==> src/qdl_regs.svh <==
// Register offsets, field positions and timing counts of the four-channel load control.
// Assumes a 32-bit Wishbone slave with one aligned word per register.
`ifndef QDL_REGS_SVH
`define QDL_REGS_SVH

// Register indices; the byte address is four times the index.
`define QDL_IDX_MODE 3'h0
`define QDL_IDX_DATA 3'h2
`define QDL_IDX_CTRL 3'h4
`define QDL_IDX_ISTS 3'h6
`define QDL_IDX_IMSK 3'h7

// Base address decode: the switch value compares with these address bits.
`define QDL_BASE_HI 14
`define QDL_BASE_LO 5
`define QDL_IDX_HI 4
`define QDL_IDX_LO 2

// Mode and identification register fields.
`define QDL_MODE_IDENT_LO 8
`define QDL_MODE_LED 6
`define QDL_MODE_CURRENT_RANGE_OFFSET_FLAG 3
// Identification code; the value is arbitrary.
`define QDL_IDENT_CODE 8'h5A

// Control and status register fields.
`define QDL_CTRL_AVAIL 15
`define QDL_CTRL_SEL_HI 9
`define QDL_CTRL_SEL_LO 8
`define QDL_CTRL_READY 7
`define QDL_CTRL_OPEN 5
`define QDL_CTRL_FNCT 4

// Interrupt status and mask bits.
`define QDL_INT_READY 0
`define QDL_INT_OPEN 1
`define QDL_INT_HOLD 2

// Timing.
`define QDL_CLK_MHZ 200
`define QDL_RDY_MIN_US 1
`define QDL_RDY_MAX_US 150
`define QDL_RDY_MIN_CYC (`QDL_RDY_MIN_US * `QDL_CLK_MHZ)
`define QDL_HOLD_MIN_US 150
`define QDL_STEP_LAST 2'h3
`define QDL_PEND_ROUNDS 3'h5

`endif

==> src/qdl_pkg.sv <==
// Types of the four-channel converter load control.
// Assumes the constants of qdl_regs.svh.
package qdl_pkg;

    typedef enum logic [1:0] {
        QDL_PH_MSB,
        QDL_PH_LSB,
        QDL_PH_XFER
    } qdl_phase_t;

    typedef struct packed {
        logic [3:0][11:0] chan;
        logic [1:0] sel;
        logic led;
        logic fnct;
        logic [9:0] sw_s1;
        logic [9:0] sw_s2;
        logic [3:0] opl_s1;
        logic [3:0] opl_s2;
        logic [3:0] opl_prev;
        logic rng_s1;
        logic rng_s2;
        logic hold_s1;
        logic hold_s2;
        logic hold_prev;
        logic [1:0] ch;
        qdl_phase_t ph;
        logic [1:0] stp;
        logic [11:0] word;
        logic [7:0] dac_data;
        logic [3:0] cs;
        logic wr_msb;
        logic wr_lsb;
        logic [3:0] xfer;
        logic busy;
        logic [7:0] rdy_min;
        logic [2:0] pend;
        logic [2:0] ists;
        logic [2:0] imsk;
        logic ack;
        logic [31:0] dat;
    } qdl_state_t;

endpackage

==> src/qdl_top.sv <==
// Load control of a four-channel 12-bit converter output module, with a Wishbone slave.
// Assumes a classic Wishbone master on core_clk_i and converter parts on the dac_ pins.
`timescale 1ns/1ps

module qdl_top
    import qdl_pkg::*;
(
    input wire logic core_clk_i,
    input wire logic rst_i,
    input wire logic wb_cyc_i,
    input wire logic wb_stb_i,
    input wire logic wb_we_i,
    input wire logic [31:0] wb_adr_i,
    input wire logic [3:0] wb_sel_i,
    input wire logic [31:0] wb_dat_i,
    output logic [31:0] wb_dat_o,
    output logic wb_ack_o,
    output logic irq_o,
    input wire logic [9:0] base_switch_i,
    input wire logic current_range_offset_flag_i,
    input wire logic [3:0] open_circuit_flag_i,
    input wire logic latch_hold_input_i,
    output logic [7:0] dac_data_o,
    output logic [3:0] dac_cs_o,
    output logic dac_wr_msb_o,
    output logic dac_wr_lsb_o,
    output logic [3:0] dac_hold_load_o,
    output logic led_o,
    output logic fnct_o
);

`include "qdl_regs.svh"

    qdl_state_t s_q;
    qdl_state_t s_d;

    logic req;
    logic hit;
    logic [2:0] idx;
    logic wr_ok;
    logic rd_ok;
    logic hold_active;
    logic hold_rise;
    logic seq_adv;
    logic xfer_end;
    logic [3:0] opl_rise;
    logic [2:0] ev;
    logic [15:0] mode_ident_reg;
    logic [15:0] ctrl_stat;
    logic [11:0] cur_word;

    always_comb begin
        s_d = s_q;

        // Pin inputs pass two flip-flops before anything looks at them.
        s_d.sw_s1 = base_switch_i;
        s_d.sw_s2 = s_q.sw_s1;
        s_d.opl_s1 = open_circuit_flag_i;
        s_d.opl_s2 = s_q.opl_s1;
        s_d.opl_prev = s_q.opl_s2;
        s_d.rng_s1 = current_range_offset_flag_i;
        s_d.rng_s2 = s_q.rng_s1;
        s_d.hold_s1 = latch_hold_input_i;
        s_d.hold_s2 = s_q.hold_s1;
        s_d.hold_prev = s_q.hold_s2;

        // The latch-hold pin idles high when nobody drives it, so low means hold.
        hold_active = ~s_q.hold_s2;
        hold_rise = s_q.hold_s2 & ~s_q.hold_prev;
        opl_rise = s_q.opl_s2 & ~s_q.opl_prev;

        // Bus decode.
        idx = wb_adr_i[`QDL_IDX_HI:`QDL_IDX_LO];
        hit = (wb_adr_i[`QDL_BASE_HI:`QDL_BASE_LO] == s_q.sw_s2);
        req = wb_cyc_i & wb_stb_i & hit & ~s_q.ack;
        wr_ok = req & wb_we_i;
        rd_ok = req & ~wb_we_i;

        mode_ident_reg = 16'h0000;
        mode_ident_reg[15:`QDL_MODE_IDENT_LO] = `QDL_IDENT_CODE;
        mode_ident_reg[`QDL_MODE_LED] = s_q.led;
        mode_ident_reg[`QDL_MODE_CURRENT_RANGE_OFFSET_FLAG] = s_q.rng_s2;

        ctrl_stat = 16'h0000;
        ctrl_stat[`QDL_CTRL_AVAIL] = 1'b1;
        ctrl_stat[`QDL_CTRL_SEL_HI:`QDL_CTRL_SEL_LO] = s_q.sel;
        ctrl_stat[`QDL_CTRL_READY] = ~s_q.busy;
        ctrl_stat[`QDL_CTRL_OPEN] = s_q.opl_s2[s_q.sel];
        ctrl_stat[`QDL_CTRL_FNCT] = s_q.fnct;

        // Sequencer: each phase lasts four cycles so data settles around the strobe.
        s_d.stp = s_q.stp + 2'h1;
        seq_adv = (s_q.stp == `QDL_STEP_LAST);
        xfer_end = seq_adv & (s_q.ph == QDL_PH_XFER);
        cur_word = s_q.chan[s_q.ch + 2'h1];
        if (seq_adv) begin
            unique case (s_q.ph)
                QDL_PH_MSB: begin
                    s_d.ph = QDL_PH_LSB;
                end
                QDL_PH_LSB: begin
                    s_d.ph = QDL_PH_XFER;
                end
                QDL_PH_XFER: begin
                    s_d.ph = QDL_PH_MSB;
                    s_d.ch = s_q.ch + 2'h1;
                    s_d.word = cur_word;
                end
                default: begin
                    s_d.ph = QDL_PH_MSB;
                end
            endcase
        end

        // Converter outputs follow the next sequencer state so they come from flip-flops.
        if (s_d.ph == QDL_PH_MSB) begin
            s_d.dac_data = s_d.word[11:4];
        end else begin
            s_d.dac_data = {4'h0, s_d.word[3:0]};
        end
        if (s_d.ph == QDL_PH_XFER) begin
            s_d.cs = 4'h0;
        end else begin
            s_d.cs = 4'h1 << s_d.ch;
        end
        s_d.wr_msb = (s_d.ph == QDL_PH_MSB) & (s_d.stp[0] ^ s_d.stp[1]);
        s_d.wr_lsb = (s_d.ph == QDL_PH_LSB) & (s_d.stp[0] ^ s_d.stp[1]);
        s_d.xfer = 4'h0;
        if ((s_d.ph == QDL_PH_XFER) & (s_d.stp[0] ^ s_d.stp[1]) & ~hold_active) begin
            s_d.xfer = 4'h1 << s_d.ch;
        end
        if (hold_rise) begin
            s_d.xfer = 4'hF;
        end

        // Ready returns after a minimum time and once five transfer phases have passed, even while the latch-hold input blocks the loads.
        if (s_q.rdy_min != 8'h00) begin
            s_d.rdy_min = s_q.rdy_min - 8'h01;
        end
        if (xfer_end && s_q.pend != 3'h0) begin
            s_d.pend = s_q.pend - 3'h1;
        end
        if (s_q.busy && s_q.pend == 3'h0 && s_q.rdy_min == 8'h00) begin
            s_d.busy = 1'b0;
        end

        // Register writes.
        if (wr_ok) begin
            unique case (idx)
                `QDL_IDX_MODE: begin
                    if (wb_sel_i[0]) begin
                        s_d.led = wb_dat_i[`QDL_MODE_LED];
                    end
                end
                `QDL_IDX_DATA: begin
                    // A write while not ready or without both low byte lanes is dropped.
                    if (~s_q.busy && wb_sel_i[1:0] == 2'h3) begin
                        s_d.chan[s_q.sel] = wb_dat_i[11:0];
                        s_d.busy = 1'b1;
                        s_d.pend = `QDL_PEND_ROUNDS;
                        s_d.rdy_min = 8'(`QDL_RDY_MIN_CYC);
                    end
                end
                `QDL_IDX_CTRL: begin
                    if (wb_sel_i[1]) begin
                        s_d.sel = wb_dat_i[`QDL_CTRL_SEL_HI:`QDL_CTRL_SEL_LO];
                    end
                    if (wb_sel_i[0]) begin
                        s_d.fnct = wb_dat_i[`QDL_CTRL_FNCT];
                    end
                end
                `QDL_IDX_IMSK: begin
                    if (wb_sel_i[0]) begin
                        s_d.imsk = wb_dat_i[2:0];
                    end
                end
                default: begin
                end
            endcase
        end

        // Register reads; unmapped words in the block read as zero.
        s_d.ack = req;
        s_d.dat = 32'h0000_0000;
        if (rd_ok) begin
            unique case (idx)
                `QDL_IDX_MODE: begin
                    s_d.dat = {16'h0000, mode_ident_reg};
                end
                `QDL_IDX_CTRL: begin
                    s_d.dat = {16'h0000, ctrl_stat};
                end
                `QDL_IDX_ISTS: begin
                    s_d.dat = {29'h0000_0000, s_q.ists};
                    s_d.ists = 3'h0;
                end
                `QDL_IDX_IMSK: begin
                    s_d.dat = {29'h0000_0000, s_q.imsk};
                end
                default: begin
                end
            endcase
        end

        // Events are applied after the read clear so a coinciding event is kept.
        ev = 3'h0;
        ev[`QDL_INT_READY] = s_q.busy & ~s_d.busy;
        ev[`QDL_INT_OPEN] = |opl_rise;
        ev[`QDL_INT_HOLD] = hold_rise;
        s_d.ists = s_d.ists | ev;
    end

    // Reset leaves every field but the latch-hold stages zero: channels cleared, sequencer at channel 0, ready set.
    // The latch-hold stages start at the pin's idle high level, so release shows no false rise.
    always_ff @(posedge core_clk_i or posedge rst_i) begin
        if (rst_i) begin
            s_q <= '0;
            s_q.hold_s1 <= 1'b1;
            s_q.hold_s2 <= 1'b1;
            s_q.hold_prev <= 1'b1;
        end else begin
            s_q <= s_d;
        end
    end

    assign wb_ack_o = s_q.ack;
    assign wb_dat_o = s_q.dat;
    assign irq_o = |(s_q.ists & s_q.imsk);
    assign dac_data_o = s_q.dac_data;
    assign dac_cs_o = s_q.cs;
    assign dac_wr_msb_o = s_q.wr_msb;
    assign dac_wr_lsb_o = s_q.wr_lsb;
    assign dac_hold_load_o = s_q.xfer;
    assign led_o = s_q.led;
    assign fnct_o = s_q.fnct;

endmodule

==> config.mk <==
export PLATFORM = sky130hd
export DESIGN_NAME = qdl_top
export DESIGN_NICKNAME = d
export VERILOG_FILES = /design/src/qdl_pkg.sv /design/src/qdl_top.sv
export VERILOG_INCLUDE_DIRS = /design/src
export SDC_FILE = /design/constraint.sdc
export NUM_CORES = 1
export LEC_CHECK = 0
export ABC_AREA = 1
export BUFFER_PORTS_ARGS = -buffer_cell sky130_fd_sc_hd__buf_4
export CORE_MARGIN = 2
export CORE_UTILIZATION = 46
export CTS_CLUSTER_DIAMETER = 200
export DETAILED_ROUTE_END_ITERATION = 16
export PLACE_DENSITY_LB_ADDON = 0.25
export REMOVE_ABC_BUFFERS = 1
export SETUP_SLACK_MARGIN = 0.3
export SYNTH_ARGS = -nofsm -noshare
export SYNTH_HDL_FRONTEND = slang
export SYNTH_SLANG_ARGS = --single-unit
==> constraint.sdc <==
create_clock -name core_clk_i -period 7.1 [get_ports core_clk_i]
set_clock_uncertainty 0.05 [all_clocks]
set_input_delay 1.775 -clock core_clk_i [delete_from_list [all_inputs] [get_ports core_clk_i]]
set_output_delay 1.775 -clock core_clk_i [all_outputs]
set_load 0.1 [all_outputs]
==> qor.yml <==
detailed_routing:
  drt-total-wl_um: 14900
  drc: 0
  vias: 5222
  drt_first_pass_iters: 5
  antenna_left: 0
  vias_per_cell: 5.11
  drt_iter0_drc: 431
  wire_per_inst_um: 14.6
synth:
  syn_area_per_cell_um2: 8.92
  yosys.cell_types.count: 35
  synthCells: 777
  synth_top_area_share_pct: 55.2
  synth_seq_cells: 156
  synth_area_um2: 6930
  yosysTopAreaCell: "dfrtp_1"
  ys_seq_area_share_pct: 56.4
  yosys_warnings: 0
  synthTopCellsByArea: "dfrtp_1 (55%), nand2_1 (14%), buf_4 (5.5%), nand4_1 (5.3%), inv_1 (4.0%)"
sta:
  hold_violations: 0
  setup_viol: 0
  period_minus_slack_ps: 3420
  max_freq_ghz: 0.292
  slew-limit-headroom_pct: 41.5
  fin_crit_sh_pct: 48.2
  tightest_slew_ps: 877
  slew_violations: 0
  tns_ps: 0
  rsz0062_at_grt: "no"
flow_run:
  maxCapViolCount: 0
placed_design:
  io_buffer_count: 83
  dp.cells: 990
  dp_hpwl_um: 9940
  globalplace.congestion: 0.784
global_route:
  first_global_vias: 5055
  antenna_found_initial: 0
  grt_pass1_wl_um: 24500
  grt_max_degree: 100
  grt_overflow: 0
  grt_usage_pct: 19.1
power_and_ir_drop:
  switching_share_pct: 22.2
  leakagePower_nw: 4.31
  power_switching_mw: 0.445
  internal-power_mw: 1.56
  p_per_area_nw_per_um2: 250
  total_power_mw: 2.00
  clockPowerShare_pct: 48.9
  combPwrFrac_pct: 5.9
  power_frac_seq_pct: 45.3
  peakVddDrop_mv: 0.168
worst_setup_path:
  reg2regPathDepth: 7
  end_kind: "flip-flop"
  critPathMaxFanout: 21
  arrival_ps: 3680
  worstSetupPathType: "primary input to flip-flop"
  required_ps: 7350
  critPathLaunchType: "primary input"
floorplan:
  die_area_um2: 16100
  row_count: 44
  initial_core_util_pct: 47.3
  die_h_um: 127
  ios: 143
  coreArea_um2: 14600
  dieWidth_um: 127
cts:
  cts_resized: 0
  htreeDepth: 4
  root_buffer: "clkbuf_16"
  hold_buffers: 0
  clock_latency_ps: 420
  post-cts-setup-buffers: 0
  cts.clk_slew.worst_paths_ps: 60
  cts-buffers-inserted: 17
  cts_tree: "done"
  cts_buffer_depth: 2
  clock_sinks: 156
finish:
  drive_above_1_share_pct: 15.5
  layout.cells.most_common: "nand2_1"
  diodes: 0
  stdcell_count: 1022
  final_cell_mix: "nand2_1 (261), dfrtp_1 (153), buf_4 (87), inv_1 (73), nand4_1 (59)"
  largest_reg_flops: 99
  syn_to_final_growth_pct: 15.5
  regMostFlops: "s_q"
  nNetsFinal: 919
worst_hold_path:
  hp-class: "flip-flop to flip-flop"
  hold_depth: 0
run_status:
  status: "finished, final reports clean"
synth_stat cells, drive strengths merged:
cell    number
a31oi        3
o21ai       12
or2          3
xnor2        6
nor2        44
clkinv       1
o31ai        1
a221oi       2
conb         1
and2         1
nand2      263
xor2         3
nor4         2
clkbuf      11
inv         74
dfstp        3
a211oi       5
o211ai       2
o21bai       5
nand4       59
o22ai        1
nor3b        2
a22oi        4
nor3         8
dfrtp      153
a21oi       13
nand3       26
buf         64
ha           5
final timing paths:
check,start,endpoint,slack [ps]
max reg2reg,s_q[81],dac_data_o[6],4360
min,s_d[108],s_q[108],300
max,wb_adr_i[8],s_q[136],3680
max in group asynchronous,rst_i,wb_dat_o[15],4280
min in group asynchronous,rst_i,s_q[148],1460
min reg2reg,s_d[108],s_q[108],300
worst max-delay path: stages:
cell and delay, ps:
buf_4 110, xnor2_1 210, nand2_1 90, nor2_1 110
nand3_1 140, nor2_4 430, nand3_1 520, nand2_1 200
nand2_1 60
per-layer routing:
layer,GRT usage (%),up-vias,part of all wire (%)
met1,24.7,2544,45
met5,0,-,0
li1,-,2519,-
met2,31.4,142,48
met3,5.53,17,5.9
met4,6.33,0,1.2
power by group through the flow:
| stage | sequential (mW) | clock [mW] | combinational (mW) |
|---|---|---|---|
| finish | 0.906 | 0.979 | 0.118 |
| global route | 0.907 | 1.04 | 0.127 |
| CTS | 0.906 | 0.995 | 0.119 |
| detailed placement | 0.922 | 0 | 0.119 |
| global placement | 0.922 | 0 | 0.117 |
| floorplan | 0.930 | 0 | 0.0701 |
cell families (layout without fill, tap and decap cells):
kind of cell / Yosys count / count (layout) / share of synthesized area [%]
fa+ha+maj: 5 / 5 / 0.903
xor+xnor: 9 / 9 / 1.14
other cells: 1 / 18 / 0.0541
flops: 156 / 156 / 56.4
simple gates: 408 / 408 / 25.6
buf+inv: 150 / 194 / 11.7
compound gates: 48 / 48 / 4.26
cell type report:
class	count	area, um^2
multi-input cells	488	2280
clock buffers	20	447
flip-flops and latches	156	3910
inverters	75	287
repair buffers	87	653
clock inverters	12	194
well taps	184	230
fillers	1278	6640
per-stage QoR:
stage / area [um^2] / util (%) / setup WS, ps / hold slack (ps)
after floorplan: 6470 / - / 1070 / 281
after global placement: 7360 / 50.3 / 3310 / 282
after detailed placement: 7360 / 50.3 / 3230 / 286
after CTS: 8000 / 54.6 / 3650 / 300
after global routing: 8000 / 54.6 / 3500 / 306
final: 8000 / 54.6 / 3680 / 297
(Power assumes the default switching activity.)
